[src/hw/tmu_consts.svh]
`ifndef TMU_CONSTS_SVH
`define TMU_CONSTS_SVH
// ----------------------------------------------------------------
// register map
// ----------------------------------------------------------------
`define TMU_OFF_START    8'h00
`define TMU_OFF_OUTCTL   8'h04
`define TMU_SUB_RELOAD   2'h0
`define TMU_SUB_COUNT    2'h1
`define TMU_SUB_CTRL     2'h2
`define TMU_SUB_CAPT     2'h3
// ----------------------------------------------------------------
// control register fields
// ----------------------------------------------------------------
`define TMU_F_SRC_HI     2
`define TMU_F_EDGE_LO    3
`define TMU_F_EDGE_HI    4
`define TMU_F_UIE        5
`define TMU_F_CAP_LO     6
`define TMU_F_CAP_HI     7
`define TMU_F_UF         8
`define TMU_F_CF         9
// ----------------------------------------------------------------
// encodings and reset values
// ----------------------------------------------------------------
`define TMU_SRC_DIV4     3'h0
`define TMU_SRC_DIV16    3'h1
`define TMU_SRC_DIV64    3'h2
`define TMU_SRC_DIV256   3'h3
`define TMU_SRC_DIV1024  3'h4
`define TMU_SRC_RTC      3'h6
`define TMU_SRC_EXT      3'h7
`define TMU_CAP_IRQ      2'h3
`define TMU_RST_CFG      8'h00
`define TMU_RST_COUNT    32'hffff_ffff
`define TMU_PRE_BITS     10
`endif

[src/hw/tmu_pkg.sv]
package tmu_pkg;
	typedef logic [31:0] tmu_word_t;
	// interrupt source, in falling priority after none
	typedef enum logic [2:0] {
		TMU_IRQ_NONE,
		TMU_IRQ_UF0,
		TMU_IRQ_UF1,
		TMU_IRQ_UF2,
		TMU_IRQ_CAP2,
		TMU_IRQ_UF3,
		TMU_IRQ_UF4
	} tmu_irq_e;
endpackage

[src/hw/tmu_sync.sv]
`timescale 1ns/1ps
module tmu_sync (
	input  wire logic mclk,
	input  wire logic rst_n,
	input  wire logic ce,
	input  wire logic async_i,
	output logic      level_o,
	output logic      rise_o,
	output logic      fall_o
);
	logic meta_r;
	logic sync_r;
	logic prev_r;

	// two flops against metastability, a third for edge detection
	always_ff @(posedge mclk) begin
		if (!rst_n) begin
			meta_r <= 1'b0;
			sync_r <= 1'b0;
			prev_r <= 1'b0;
		end else if (ce) begin
			meta_r <= async_i;
			sync_r <= meta_r;
			prev_r <= sync_r;
		end
	end

	assign level_o = sync_r;
	assign rise_o  = sync_r & ~prev_r;
	assign fall_o  = ~sync_r & prev_r;
endmodule

[src/hw/tmu_chan.sv]
`timescale 1ns/1ps
`include "tmu_consts.svh"
module tmu_chan
	import tmu_pkg::*;
(
	input  wire logic      mclk,
	input  wire logic      rst_n,
	input  wire logic      ce,
	input  wire logic      run,
	input  wire logic      tick,
	input  wire logic      wr_reload,
	input  wire logic      wr_count,
	input  wire tmu_word_t wdata,
	output tmu_word_t      count_o,
	output tmu_word_t      reload_o,
	output logic           underflow_o
);
	tmu_word_t count_r;
	tmu_word_t reload_r;

	// a tick at zero is the underflow
	assign underflow_o = run & tick & (count_r == 32'h0000_0000);

	// reload constant
	always_ff @(posedge mclk) begin
		if (!rst_n) begin
			reload_r <= `TMU_RST_COUNT;
		end else if (ce && wr_reload) begin
			reload_r <= wdata;
		end
	end

	// down counter; a software write wins over a tick
	always_ff @(posedge mclk) begin
		if (!rst_n) begin
			count_r <= `TMU_RST_COUNT;
		end else if (ce) begin
			if (wr_count) begin
				count_r <= wdata;
			end else if (underflow_o) begin
				count_r <= reload_r;
			end else if (run && tick) begin
				count_r <= count_r - 32'h0000_0001;
			end
		end
	end

	assign count_o  = count_r;
	assign reload_o = reload_r;
endmodule

[src/hw/tmu_top.sv]
// The address-and-strobe port and the register addresses were chosen for this implementation.
`timescale 1ns/1ps
`include "tmu_consts.svh"
// What this block does
// - internal sources count on the clock divided by 4, 16, 64, 256 or 1024
// - channels 0 to 2 count rising, falling or both edges of the pin
// - channels 0 to 2 may count on the real-time-clock output
// - only channel 2 has capture register, capture flag and capture interrupt
// - edge select decides which pin edge triggers a capture
// - capture does not operate in standby
// - capture loads the register only while the capture flag is 0
// - no new capture dma request until the previous one is done
// - underflow interrupt per channel, plus capture interrupt on channel 2
// - underflow interrupt while underflow flag and its enable are 1
// - capture interrupt while capture flag is 1 and capture control is 11
// - priority: uf0, uf1, uf2, capture 2, uf3, uf4
// - start and flag clears work while counting; other control bits are written too
// - a counter read colliding with a decrement returns the old value
// - underflow sets the flag, reloads the counter, keeps counting
// - source codes: 4, 16, 64, 256, 1024, reserved, clock, pin
// - edge codes: 00 rising, 01 falling, 1x both
// - a capture requests dma unless a request is still outstanding; capture code 00 off, 01 reserved
module tmu_top
	import tmu_pkg::*;
#(
	parameter int NCH = 5
) (
	input  wire logic       mclk,
	input  wire logic       rst_n,
	input  wire logic       ce,
	input  wire logic [7:0] reg_addr,
	input  wire tmu_word_t  reg_wdata,
	input  wire logic       reg_wr,
	input  wire logic       reg_rd,
	output tmu_word_t       reg_rdata,
	input  wire logic       standby,
	input  wire logic       timer_ext_clock_pin_i,
	output logic            timer_ext_clock_pin_o,
	output logic            timer_ext_clock_pin_oe_n,
	input  wire logic       rtc_clk_i,
	output logic            underflow_irq_ch0,
	output logic            underflow_irq_ch1,
	output logic            underflow_irq_ch2,
	output logic            underflow_irq_ch3,
	output logic            underflow_irq_ch4,
	output logic            capture_irq_ch2,
	output logic            irq_any,
	output tmu_irq_e        irq_src,
	output logic            dma_req,
	input  wire logic       dma_done
);
	// ----------------------------------------------------------------
	// state
	// ----------------------------------------------------------------
	logic [NCH-1:0]             start_r;
	logic                       outctl_r;
	logic [7:0]                 cfg_r [NCH];
	logic [NCH-1:0]             uf_flag_r;
	logic                       cap_flag_r;
	tmu_word_t                  cap_r;
	logic                       dma_req_r;
	tmu_word_t                  rdata_r;
	logic [`TMU_PRE_BITS-1:0]   pre_cnt_r;

	logic [4:0]     pre_tick;
	logic [NCH-1:0] tick_v;
	logic [NCH-1:0] uf_pulse;
	logic [NCH-1:0] wr_rel_v;
	logic [NCH-1:0] wr_cnt_v;
	logic [NCH-1:0] wr_ctl_v;
	tmu_word_t      cnt_v [NCH];
	tmu_word_t      rel_v [NCH];
	logic           pin_lvl;
	logic           pin_rise;
	logic           pin_fall;
	logic           rtc_lvl;
	logic           rtc_rise;
	logic [2:0]     ch_idx;
	logic           ch_hit;
	logic           cap_evt;
	logic [4:0]     uf_irq;
	tmu_word_t      rd_val;

	// edge select shared by counting and capture
	function automatic logic edge_hit(
		input logic [1:0] sel,
		input logic       r,
		input logic       f
	);
		return sel[1] ? (r | f) : (sel[0] ? f : r);
	endfunction

	// ----------------------------------------------------------------
	// pin and clock synchronisers
	// ----------------------------------------------------------------
	tmu_sync u_pin_sync (
		.mclk    (mclk),
		.rst_n   (rst_n),
		.ce      (ce),
		.async_i (timer_ext_clock_pin_i),
		.level_o (pin_lvl),
		.rise_o  (pin_rise),
		.fall_o  (pin_fall)
	);

	tmu_sync u_rtc_sync (
		.mclk    (mclk),
		.rst_n   (rst_n),
		.ce      (ce),
		.async_i (rtc_clk_i),
		.level_o (rtc_lvl),
		.rise_o  (rtc_rise),
		.fall_o  ()
	);

	// when enabled as output the pin carries the sampled clock level
	assign timer_ext_clock_pin_o    = rtc_lvl;
	assign timer_ext_clock_pin_oe_n = ~outctl_r;

	// ----------------------------------------------------------------
	// prescaler
	// ----------------------------------------------------------------
	// one shared free-running divider keeps all channels phase aligned
	always_ff @(posedge mclk) begin
		if (!rst_n) begin
			pre_cnt_r <= '0;
		end else if (ce) begin
			pre_cnt_r <= pre_cnt_r + `TMU_PRE_BITS'(1);
		end
	end

	assign pre_tick[0] = &pre_cnt_r[1:0];
	assign pre_tick[1] = &pre_cnt_r[3:0];
	assign pre_tick[2] = &pre_cnt_r[5:0];
	assign pre_tick[3] = &pre_cnt_r[7:0];
	assign pre_tick[4] = &pre_cnt_r[9:0];

	// ----------------------------------------------------------------
	// count source per channel
	// ----------------------------------------------------------------
	// only the clock source keeps running in standby
	always_comb begin
		for (int i = 0; i < NCH; i++) begin
			unique case (cfg_r[i][`TMU_F_SRC_HI:0])
				`TMU_SRC_DIV4:    tick_v[i] = pre_tick[0] & ~standby;
				`TMU_SRC_DIV16:   tick_v[i] = pre_tick[1] & ~standby;
				`TMU_SRC_DIV64:   tick_v[i] = pre_tick[2] & ~standby;
				`TMU_SRC_DIV256:  tick_v[i] = pre_tick[3] & ~standby;
				`TMU_SRC_DIV1024: tick_v[i] = pre_tick[4] & ~standby;
				`TMU_SRC_RTC:     tick_v[i] = (i < 3) & rtc_rise;
				`TMU_SRC_EXT:     tick_v[i] = (i < 3) & ~standby
					& edge_hit(cfg_r[i][`TMU_F_EDGE_HI:`TMU_F_EDGE_LO],
					pin_rise, pin_fall);
				default:          tick_v[i] = 1'b0;
			endcase
		end
	end

	// ----------------------------------------------------------------
	// register decode
	// ----------------------------------------------------------------
	// channel blocks sit every 16 bytes from offset 0x10
	assign ch_idx = reg_addr[6:4] - 3'h1;
	assign ch_hit = ~reg_addr[7] & (reg_addr[6:4] != 3'h0)
		& (ch_idx < 3'(NCH)) & (reg_addr[1:0] == 2'h0);

	always_comb begin
		for (int i = 0; i < NCH; i++) begin
			wr_rel_v[i] = reg_wr & ch_hit & (ch_idx == 3'(i))
				& (reg_addr[3:2] == `TMU_SUB_RELOAD);
			wr_cnt_v[i] = reg_wr & ch_hit & (ch_idx == 3'(i))
				& (reg_addr[3:2] == `TMU_SUB_COUNT);
			wr_ctl_v[i] = reg_wr & ch_hit & (ch_idx == 3'(i))
				& (reg_addr[3:2] == `TMU_SUB_CTRL);
		end
	end

	// ----------------------------------------------------------------
	// channels
	// ----------------------------------------------------------------
	for (genvar g = 0; g < NCH; g++) begin : g_ch
		tmu_chan u_chan (
			.mclk        (mclk),
			.rst_n       (rst_n),
			.ce          (ce),
			.run         (start_r[g]),
			.tick        (tick_v[g]),
			.wr_reload   (wr_rel_v[g]),
			.wr_count    (wr_cnt_v[g]),
			.wdata       (reg_wdata),
			.count_o     (cnt_v[g]),
			.reload_o    (rel_v[g]),
			.underflow_o (uf_pulse[g])
		);
	end

	// ----------------------------------------------------------------
	// software registers
	// ----------------------------------------------------------------
	// start bits may change while counting
	always_ff @(posedge mclk) begin
		if (!rst_n) begin
			start_r  <= '0;
			outctl_r <= 1'b0;
		end else if (ce && reg_wr) begin
			if (reg_addr == `TMU_OFF_START) begin
				start_r <= reg_wdata[NCH-1:0];
			end
			if (reg_addr == `TMU_OFF_OUTCTL) begin
				outctl_r <= reg_wdata[0];
			end
		end
	end

	// configuration; capture control exists on channel 2 only
	always_ff @(posedge mclk) begin
		for (int i = 0; i < NCH; i++) begin
			if (!rst_n) begin
				cfg_r[i] <= `TMU_RST_CFG;
			end else if (ce && wr_ctl_v[i]) begin
				cfg_r[i] <= (i == 2) ? reg_wdata[7:0]
					: {2'b00, reg_wdata[5:0]};
			end
		end
	end

	// underflow flags: set beats a clear in the same cycle, writing 1 keeps
	always_ff @(posedge mclk) begin
		if (!rst_n) begin
			uf_flag_r <= '0;
		end else if (ce) begin
			for (int i = 0; i < NCH; i++) begin
				uf_flag_r[i] <= uf_pulse[i] | (uf_flag_r[i]
					& ~(wr_ctl_v[i] & ~reg_wdata[`TMU_F_UF]));
			end
		end
	end

	// ----------------------------------------------------------------
	// input capture on channel 2
	// ----------------------------------------------------------------
	// capture code 1x enables; 01 is reserved and treated as off
	assign cap_evt = cfg_r[2][`TMU_F_CAP_HI] & ~standby
		& edge_hit(cfg_r[2][`TMU_F_EDGE_HI:`TMU_F_EDGE_LO],
		pin_rise, pin_fall);

	always_ff @(posedge mclk) begin
		if (!rst_n) begin
			cap_flag_r <= 1'b0;
		end else if (ce) begin
			cap_flag_r <= cap_evt | (cap_flag_r
				& ~(wr_ctl_v[2] & ~reg_wdata[`TMU_F_CF]));
		end
	end

	// a held flag protects the earlier capture from being overwritten
	always_ff @(posedge mclk) begin
		if (!rst_n) begin
			cap_r <= 32'h0000_0000;
		end else if (ce && cap_evt && !cap_flag_r) begin
			cap_r <= cnt_v[2];
		end
	end

	// one request outstanding; captures meanwhile are not queued
	always_ff @(posedge mclk) begin
		if (!rst_n) begin
			dma_req_r <= 1'b0;
		end else if (ce) begin
			dma_req_r <= cap_evt | (dma_req_r & ~dma_done);
		end
	end

	assign dma_req = dma_req_r;

	// ----------------------------------------------------------------
	// interrupts
	// ----------------------------------------------------------------
	always_comb begin
		uf_irq = '0;
		for (int i = 0; i < NCH; i++) begin
			uf_irq[i] = uf_flag_r[i] & cfg_r[i][`TMU_F_UIE];
		end
	end

	assign underflow_irq_ch0 = uf_irq[0];
	assign underflow_irq_ch1 = uf_irq[1];
	assign underflow_irq_ch2 = uf_irq[2];
	assign underflow_irq_ch3 = uf_irq[3];
	assign underflow_irq_ch4 = uf_irq[4];
	assign capture_irq_ch2   = cap_flag_r
		& (cfg_r[2][`TMU_F_CAP_HI:`TMU_F_CAP_LO] == `TMU_CAP_IRQ);

	// highest pending source for the interrupt controller
	always_comb begin
		if (uf_irq[0])            irq_src = TMU_IRQ_UF0;
		else if (uf_irq[1])       irq_src = TMU_IRQ_UF1;
		else if (uf_irq[2])       irq_src = TMU_IRQ_UF2;
		else if (capture_irq_ch2) irq_src = TMU_IRQ_CAP2;
		else if (uf_irq[3])       irq_src = TMU_IRQ_UF3;
		else if (uf_irq[4])       irq_src = TMU_IRQ_UF4;
		else                      irq_src = TMU_IRQ_NONE;
	end

	assign irq_any = (irq_src != TMU_IRQ_NONE);

	// ----------------------------------------------------------------
	// read path
	// ----------------------------------------------------------------
	// sampled before this edge's decrement lands, so a colliding read
	// sees the older count
	always_comb begin
		rd_val = 32'h0000_0000;
		if (reg_addr == `TMU_OFF_START) begin
			rd_val[NCH-1:0] = start_r;
		end else if (reg_addr == `TMU_OFF_OUTCTL) begin
			rd_val[0] = outctl_r;
		end else if (ch_hit) begin
			unique case (reg_addr[3:2])
				`TMU_SUB_RELOAD: rd_val = rel_v[ch_idx];
				`TMU_SUB_COUNT:  rd_val = cnt_v[ch_idx];
				`TMU_SUB_CTRL: begin
					rd_val[7:0]        = cfg_r[ch_idx];
					rd_val[`TMU_F_UF] = uf_flag_r[ch_idx];
					rd_val[`TMU_F_CF] = (ch_idx == 3'h2) & cap_flag_r;
				end
				`TMU_SUB_CAPT:   rd_val = (ch_idx == 3'h2) ? cap_r
					: 32'h0000_0000;
			endcase
		end
	end

	// data stand only in the cycle after the strobe
	always_ff @(posedge mclk) begin
		if (!rst_n) begin
			rdata_r <= 32'h0000_0000;
		end else if (ce) begin
			rdata_r <= reg_rd ? rd_val : 32'h0000_0000;
		end
	end

	assign reg_rdata = rdata_r;
endmodule

[config.mk]
export PLATFORM = sky130hd
export DESIGN_NAME = tmu_top
export DESIGN_NICKNAME = d
export VERILOG_FILES = /design/src/hw/tmu_pkg.sv /design/src/hw/tmu_sync.sv /design/src/hw/tmu_chan.sv /design/src/hw/tmu_top.sv
export VERILOG_INCLUDE_DIRS = /design/src /design/src/hw
export SDC_FILE = /design/constraint.sdc
export NUM_CORES = 1
export LEC_CHECK = 0
export BUFFER_PORTS_ARGS = -buffer_cell sky130_fd_sc_hd__buf_4
export CAP_MARGIN = 20
export CORE_MARGIN = 5
export CORE_UTILIZATION = 50
export CTS_CLUSTER_DIAMETER = 80
export DETAILED_ROUTE_END_ITERATION = 10
export MAX_ROUTING_LAYER = met4
export PLACE_DENSITY = 0.73
export SYNTH_ARGS = -nofsm -noshare
export SYNTH_HDL_FRONTEND = slang
export SYNTH_SLANG_ARGS = --single-unit
[constraint.sdc]
create_clock -name mclk -period 4.1 [get_ports mclk]
set_input_delay 0.41 -clock mclk [delete_from_list [all_inputs] [get_ports mclk]]
set_output_delay 0.41 -clock mclk [all_outputs]
set_load 0.02 [all_outputs]
# Word-level counts from Yosys, hierarchy flattened
# Memories as Yosys holds them, arrays and structs flattened.
# Index checks and enable logic that the tools add are counted.
# classes
bitwise,96
add_sub_neg,7
n_lt_le_gt_ge,3
n_reduce_logical,52
mux,70
n_eq_ne,35
# op_table
op,count
2-to-1 mux 32 bit,22
binary-select mux 32 bit (select 3 bit),2
zero test 32 bit,5
"subtractor 32 x 1 -> 32 bit, second input constant",5
AND 1 bit,67
one-hot mux 22 bit (3 select lines),1
2-to-1 mux 8 bit,5
one-hot mux 10 bit (4 select lines),1
"== test 3 x 2 -> 1 bit, second input constant",12
"== test 3 bit, second input constant",12
2-to-1 mux 31 bit,1
2-to-1 mux 27 bit,1
2-to-1 mux 1 bit,24
one-hot mux 1 bit (7 select lines),3
nonzero test 3 bit,7
"== test 3 x 1 -> 1 bit, second input constant",6
logical AND 1 bit,18
zero test 3 bit,6
2-to-1 mux 3 bit,6
AND reduction 2 bit,8
NOT 1 bit,15
bitwise OR 1 bit,13
"adder 10 x 1 -> 10 bit, second input constant",1
one-hot mux 1 bit (5 select lines),2
other kinds (17),20
# word_totals
inputBits,49
elab_cells,288
out_inout_bits,45
mem_count,1
regBits,413
mem_bits_rw,40
# mem_list
name,words,word_bits,rd,rd_clocked_by_memory_dff,wr,line,source
cfg_r,5,8,6,0,5,tmu_top.sv:57,logic [7:0] cfg_r [NCH];

# Longest topological paths before layout
# Gate-level depths: netlist (run 1).
# depth
ltp_word,12
depth_mapped,15
mapped_depth_nobuf,10

# Cells and area by module
# A second synthesis (run 1) with hierarchy kept.
# hier_totals
hier_cells,3123
hier_area_um2,25385.6
# by_module_without_submodules
mod,area_per_inst_um2,cells_each,n_inst,seq_area_each_um2
tmu_chan at g_ch[0].u_chan ...,3437.0,464,4,1281.2
tmu_top,8036.5,794,1,2702.6
tmu_chan at g_ch[4].u_chan,3358.2,451,1,1281.2
tmu_sync,121.4,11,2,60.1

# Least setup slack after synthesis (run 1)
# No wires, ideal clock.
# synth_path
path_type,in2reg
from,in reg_addr[4]
to,reg g_ch[4].u_chan.count_r[1]
required_time_ns,3.963
n_path_buf,6
setup_ns,0.137
path_stages,15
t_arrival_ns,3.695
setup_slack_ns,0.268
cell_sequence,buf_1 -> buf_1 -> inv_1 -> ha_1 -> ha_1 -> and3_1 -> nand2_1 -> or3_1 -> clkbuf_1 -> a21oi_1 -> clkbuf_1 -> and2_1 -> buf_2 -> clkbuf_1 -> a31oi_1
# synth_via
elab_chain_cells,9
elab_cells_between_ends,13
cone_classes,add/sub: 1; order compare: 1; eq/ne: 1; mux: 1; bitwise: 6; reduce/logical: 3
# synth_rtl
item,line,source
from (decl),tmu_top.sv:31,"input wire logic [7:0] reg_addr,"
subtractor 3 x 1 -> 3 bit / nonzero test 3 bit (equally long branches),"tmu_top.sv:163, tmu_top.sv:164",
less-than comparator 3 bit / AND 1 bit (equally long branches),"tmu_top.sv:165, tmu_top.sv:164",
AND 1 bit (2 in a row),tmu_top.sv:165,& (ch_idx < 3'(NCH)) & (reg_addr[1:0] == 2'h0);
AND 1 bit,tmu_top.sv:171,wr_cnt_v[i] = reg_wr & ch_hit & (ch_idx == 3'(i))
AND 1 bit (*) (2 in a row),tmu_top.sv:171,
nonzero test 3 bit (no line),-,
AND reduction 2 bit (no line),-,
to (signal assigned),tmu_chan.sv:39,count_r <= wdata;
to (signal assigned),tmu_chan.sv:41,count_r <= reload_r;
to (signal assigned),tmu_chan.sv:43,count_r <= count_r - 32'h0000_0001;
to (decl),tmu_chan.sv:18,tmu_word_t count_r;
# Every way passes the cells marked *; elsewhere a longest branch is shown, timed or not.
# A chain may end at the register's enable or synchronous reset.

# Final worst setup path (run 1)
# layout_path
from,reg g_ch[3].u_chan.count_r[0]
to,reg g_ch[3].u_chan.count_r[10]
# layout_via
elab_chain_cells,4
elab_cells_between_ends,8
cone_classes,add/sub: 1; mux: 3; bitwise: 1; reduce/logical: 3
# layout_rtl
item,line,source
from (decl),tmu_chan.sv:18,
from (signal assigned),tmu_chan.sv:36,count_r <= `TMU_RST_COUNT;
from (signal assigned),tmu_chan.sv:39,
from (signal assigned),tmu_chan.sv:41,
subtractor 32 x 1 -> 32 bit / zero test 32 bit (equally long branches),"tmu_chan.sv:43, tmu_chan.sv:22",
2-to-1 mux 32 bit / AND 1 bit (equally long branches),"tmu_chan.sv:42, tmu_chan.sv:22",
2-to-1 mux 32 bit / nonzero test 3 bit (equally long branches),-,
2-to-1 mux 32 bit / AND reduction 2 bit (equally long branches),-,
# Several ways; a longest one is shown, not always the timed one. The select of a mux whose other input is x is not followed.

==> results_dict.tcl, run 1 <==
set metrics [dict create \
    clockRootBuffer "clkbuf_16" \
    routed_wl_um 98800 \
    ant_nets 0 \
    setup.worst_path.end_class "flop" \
    grt_pass1_wl_um 149000 \
    synthXorXnorAreaFrac_pct 4.78 \
    yosysMostFrequentCell "nand2_1" \
    synth_cell_types 79 \
    skew_ns 0.0188 \
    fp.dieW_um 235 \
    critical_path_class "flop to flop" \
    final_layout_size_suffix_gt1_share_pct 12.1 \
    cts_tree "built" \
    crit_required_ns 4.53 \
    die_h_um 235 \
    core-area_sq_mm 0.0501 \
    place.gp.congestion 1.03 \
    place.port_buffers 93 \
    yosys.area.top_type_share_pct 32.7 \
    synth-seq-area-share_pct 36.5 \
    std_cell_rows 82 \
    synth.area.mux_share_pct 9.76 \
    place_inst 3688 \
    numClockSinks 445 \
    synth-compound-area-share_pct 18.2 \
    post-route-period-util_pct 90.7 \
    tightest_slew_ns 1.08 \
    cp-start-kind "flop" \
    max_freq_mhz 269 \
    drc_errors 0 \
    async_flop_share_pct 0 \
    leakagePower_nw 10.7 \
    vias 25700 \
    synth_nets 3198 \
    hp-class "primary input to flop" \
    slew-limit-headroom_pct 27.1 \
    htree_levels 2 \
    yosys-top-cells-count "574 x nand2_1, 413 x dfxtp_1, 306 x nor2_1" \
    nets 3136 \
    synth-main-ff-cell "dfxtp_1" \
    tns_ns 0 \
    hold_buffers 0 \
    drt_pre_antenna_iters 6 \
    final-hold-violation-count 0 \
    regArea_sq_mm 0.00923 \
    crit_arrival_ns 4.15 \
    synth_top_family_by_area "simple AND/OR/NAND/NOR gates" \
    grt.total_usage_pct 35.1 \
    yosys.area.top_type "dfxtp_1" \
    grt_antenna_before_repair 6 \
    fill_cells 4572 \
    numCtsBuffers 50 \
    cts_resized 0 \
    wl_per_cell_um 26.1 \
    dieArea_sq_mm 0.0552 \
    total_power_mw 10.1 \
    grt_max_degree 158 \
    syn_inst 3130 \
    start_util_pct 50.5 \
    drtIter0Drc 4372 \
    cp_max_fo 16 \
    multi_input_comb_area_sq_mm 0.0148 \
    grt_pass1_vias 23300 \
    via_per_inst 6.78 \
    hold_ws_ns 0.0526 \
    setup_violations 0 \
    syn_area_per_cell_sq_um 8.08 \
    syn_to_final_growth_pct 12.0 \
    drv_slew 0 \
    pin_count 94 \
    ir_worst_vdd_mv 0.276 \
    synthTopCellsByArea "dfxtp_1 33%, nand2_1 8.5%, mux4_2 6.3%, nor2_1 4.5%, o211ai_1 4.0%" \
    powerDensity_mw_per_mm2 355 \
    clock_path_buffers 3 \
    period_minus_slack_ns 3.72 \
    insertion_delay_ns 0.61 \
    netlist_area_sq_mm 0.0253 \
    synth-edff-count 32 \
    synth_fa_ha_area_share_pct 0.940 \
    clk_pin_slew_worst_paths_ns 0.06 \
    synth-seq-cells 445 \
    dp_hpwl_um 69500 \
    grt-ovfl-total 0 \
    status "finished, final reports clean" \
    post-route-util_pct 56.6 \
    ys_warn_count 0 \
    cts_setup_buffers 0 \
    stdcell_count 3785 \
    cap_violations 0 \
    grt_setup_unrepaired "no" \
    synthSimpleGateAreaFrac_pct 24.7 \
]
## routing by layer
metal | track usage, % | share of wire [%] | up-vias
met5 | - | 0 | -
met1 | 48.8 | 40 | 12300
li1 | - | - | 11200
met4 | 11.1 | 3.7 | 0
met2 | 48.7 | 41 | 1812
met3 | 11.4 | 15 | 259
## registers in the layout, summed over array words and instances (netlist names)
register / flops
dma_req: 1
pre_cnt_r: 10
g_ch.u_chan.reload_o: 160
outctl_r: 1
cap_r: 32
u_pin_sync.level_o: 1
cap_flag_r: 1
cfg_r: 32
start_r: 5
uf_flag_r: 5
u_rtc_sync.meta_r: 1
g_ch.u_chan.count_o: 160
u_pin_sync.meta_r: 1
u_pin_sync.prev_r: 1
reg_rdata: 32
u_rtc_sync.prev_r: 1
u_rtc_sync.level_o: 1
## report_power, final
part	leakage, nW	total [mW]	internal [mW]	switching [mW]
logic	6.13	0.646	0.193	0.453
registers	3.65	4.44	4.40	0.0310
clock network	0.888	4.98	3.04	1.94
total	10.7	10.1	7.64	2.43
## kinds of logic after synthesis
logic type / after synthesis
AND/OR/NAND/NOR: 1384
XOR/XNOR: 138
adder cells (fa/ha/maj): 19
AO/OA/AOI/OAI: 650
multiplexers: 157
buffers and inverters: 337
flip-flops: 445
## cell type report
cell class / instances / share of cell area, %
Multi-Input combinational cell: 2348 / 52.4
Sequential cell: 445 / 32.6
Clock buffer: 71 / 5.28
Timing Repair Buffer: 174 / 4.94
Tap cell: 672 / 2.97
Clock inverter: 21 / 1.10
Inverter: 49 / 0.672
Antenna cell: 5 / 0.0442
## layout by cell type, fill, tap and decap left out, types with 27 or more instances in the layout
cell type | netlist | layout
buf_4 | 0 | 166
nor3_1 | 125 | 124
a211oi_1 | 33 | 33
edfxtp_1 | 32 | 32
and2_1 | 27 | 27
o32a_1 | 32 | 32
nand2_1 | 574 | 574
xnor2_1 | 78 | 78
a41oi_1 | 34 | 34
a31oi_1 | 77 | 77
nor4_1 | 52 | 52
o211ai_1 | 134 | 134
clkbuf_16 | 0 | 54
dfxtp_1 | 413 | 413
a21oi_1 | 103 | 103
or3_1 | 29 | 28
xor2_1 | 60 | 60
mux4_2 | 71 | 71
nand3_1 | 144 | 144
nor2_1 | 306 | 300
o21ai_0 | 81 | 81
inv_1 | 48 | 47
mux2i_1 | 79 | 79
## critical path, stage by stage, from the launching register on
cell and delay [ns]:
dfxtp_1 0.48, inv_1 0.22, ha_1 0.25, or4b_2 0.64
nor4_1 0.38, nand3_1 0.16, or2_1 0.50, buf_4 0.33
mux2_2 0.29, a21oi_1 0.17, o21ai_0 0.11
## through the flow
step	cell area (sq um)	setup slack [ns]
2_1_floorplan	25300	0.268
3_3_place_gp	26500	0.494
3_5_place_dp	26500	0.523
4_1_cts	28300	0.531
5_1_grt	28300	0.337
6_report	28300	0.382
## path summary, 6_finish.rpt
path         slack (ns)                          to                       from  cells after the start
max                0.38  g_ch[3].u_chan.count_o[10]  g_ch[3].u_chan.count_o[0]                     10
min                0.05           u_rtc_sync.meta_r                  rtc_clk_i                      3
max reg2reg        0.38  g_ch[3].u_chan.count_o[10]  g_ch[3].u_chan.count_o[0]                     10
min reg2reg        0.46                   cap_r[14]                  cap_r[14]                      2
No activity file was read; power rests on OpenSTA's default activity.
==> inputs of run 2 (changes only) <==
--- a/config.mk
+++ b/config.mk
@@ -9,11 +9,12 @@
 export BUFFER_PORTS_ARGS = -buffer_cell sky130_fd_sc_hd__buf_4
 export CAP_MARGIN = 20
 export CORE_MARGIN = 5
-export CORE_UTILIZATION = 50
+export CORE_UTILIZATION = 39
 export CTS_CLUSTER_DIAMETER = 80
+export CTS_CLUSTER_SIZE = 12
 export DETAILED_ROUTE_END_ITERATION = 10
 export MAX_ROUTING_LAYER = met4
-export PLACE_DENSITY = 0.73
+export PLACE_DENSITY = 0.6
 export SYNTH_ARGS = -nofsm -noshare
 export SYNTH_HDL_FRONTEND = slang
 export SYNTH_SLANG_ARGS = --single-unit
==> run 2 against run 1 <==
Compared with the run above:
- clock skew increased by 0.013 ns
- power down 12%
- register-to-register slack better by 0.10 ns
- combinational power increased by 2%
- first-iteration DRC count fell by 16%
- highest routed layer unchanged
- design area shrank 1.1%
- fmax is 2.8% higher
- clock-buffer cell count shrank 18
==> results_dict.tcl, run 2 (synthesized netlist as in run 1, its figures left out) <==
set metrics [dict create \
    status "finished, final reports clean" \
    finalWorstSetupSlack_ns 0.484 \
    ir_worst_vdd_mv 0.253 \
    timing.rr.start "pre_cnt_r[0]" \
    r2r_setup_slack_ns 0.48 \
    tns_ns 0 \
    reg2reg_to "g_ch[2].u_chan.count_o[5]" \
    cts_tree "built" \
    fp.dieW_um 265 \
    leakagePower_nw 10.4 \
    htree_levels 2 \
    whs_endpoint "u_rtc_sync.meta_r" \
    hold_buffers 0 \
    place.port_buffers 93 \
    crit_arrival_ns 4.13 \
    syn_to_final_growth_pct 10.7 \
    drtIter0Drc 3653 \
    grt_pass1_vias 22700 \
    grt_antenna_before_repair 5 \
    skew_ns 0.0319 \
    post-route-period-util_pct 88.2 \
    final_common_cell "nand2_1" \
    numClockSinks 445 \
    grt_pass1_wl_um 154000 \
    crit_required_ns 4.61 \
    via_per_inst 6.38 \
    core-area_sq_mm 0.0643 \
    numCtsBuffers 43 \
    die_h_um 265 \
    stdcell_area_sq_mm 0.0280 \
    hp-class "primary input to flop" \
    period_minus_slack_ns 3.62 \
    wl_per_cell_um 26.8 \
    place.gp.congestion 1.01 \
    cp_max_fo 18 \
    final_cell_mix "574 x nand2_1, 413 x dfxtp_1, 296 x nor2_1" \
    ant_nets 0 \
    reg2reg_depth 9 \
    placed_area_sq_mm 0.0268 \
    grt.total_usage_pct 29.5 \
    final-hold-violation-count 0 \
    dieArea_sq_mm 0.0701 \
    slew-limit-headroom_pct 29.4 \
    powerDensity_mw_per_mm2 316 \
    clock_path_buffers 3 \
    grt-ovfl-total 0 \
    min_path_cells 3 \
    cts_resized 0 \
    grt_max_degree 142 \
    dp_hpwl_um 75800 \
    setup_violations 0 \
    grt_setup_unrepaired "no" \
    drt_pre_antenna_iters 8 \
    vias 25100 \
    pre_cts_ws_ns 0.555 \
    cp-start-kind "flop" \
    drv_slew 0 \
    cts_setup_buffers 0 \
    max_freq_mhz 277 \
    insertion_delay_ns 0.60 \
    total_power_mw 8.85 \
    hold_start "rtc_clk_i" \
    routed_wl_um 106000 \
    drc_errors 0 \
    pin_count 94 \
    nets 3137 \
    final_layout_size_suffix_gt1_share_pct 11.5 \
    tightest_slew_ns 1.05 \
    cap_violations 0 \
    clockRootBuffer "clkbuf_16" \
    critical_path_class "flop to flop" \
    std_cell_rows 93 \
    setup.worst_path.end_class "flop" \
    start_util_pct 39.3 \
    clk_pin_slew_worst_paths_ns 0.06 \
]
==> run 2: changes by cell type in the layout (fill, tap and decap cells not counted), moves of 2 or more <==
cell        delta
bufinv_16      -8
clkinv_2       -9
clkinvlp_4     -2
nor2_1         -4
buf_4          +7
clkbuf_8       -7
clkbuf_1       -3
clkbuf_16      -9
nor2_2         +4
==> run 2: how the worst max path moves through the flow <==
stage,from,end,slack [ns],cells after the start
finish,pre_cnt_r[0],g_ch[2].u_chan.count_o[5],0.48,9
global route,pre_cnt_r[0],g_ch[2].u_chan.count_o[3],0.32,9
CTS,pre_cnt_r[0],g_ch[2].u_chan.count_o[5],0.54,9
detailed placement,pre_cnt_r[0],g_ch[2].u_chan.count_o[5],0.56,9
global placement,reg_addr[4],reg_rdata[17],0.59,10
floorplan,reg_addr[4],g_ch[4].u_chan.count_o[1],0.27,15
==> run 2: metrics by stage <==
stage / hold slack (ns) / utilization (%) / instances
after floorplan: 0.436 / - / 3130
after global placement: 0.444 / 41.6 / 3878
after detailed placement: 0.448 / 41.6 / 3878
after CTS: 0.0567 / 43.5 / 3932
after global routing: 0.0883 / 43.5 / 3937
final: 0.0830 / 43.5 / 3937
==> run 2: cell type report <==
cell class              count  area (sq um)
multi-input cells        2348         14800
clock inverters             1          8.76
well taps                 855          1070
repair buffers            182          1470
flip-flops and latches    445          9230
clock buffers              53          1170
inverters                  49           190
diodes                      4          10.0
fillers                  6347         36300
==> run 2: worst max-delay path, cell delays in order (launching register included) <==
cell	delay, ns
dfxtp_1	0.39
ha_1	0.25
nand4b_1	0.40
or4b_2	0.73
a21boi_1	0.40
o21ai_0	0.25
a21oi_4	0.57
buf_4	0.30
nor3_1	0.06
a41oi_1	0.19
==> run 2: layer usage <==
metal	global-route usage [%]	wire, um
met4	7.58	2800
met2	40.8	43900
met5	-	0
met1	43.5	46400
met3	6.41	12500
==> run 2: power breakdown <==
part	internal [mW]	total, mW	switching [mW]
clock	1.98	3.76	1.77
combinational	0.195	0.659	0.464
sequential	4.40	4.43	0.0305
total	6.58	8.85	2.27
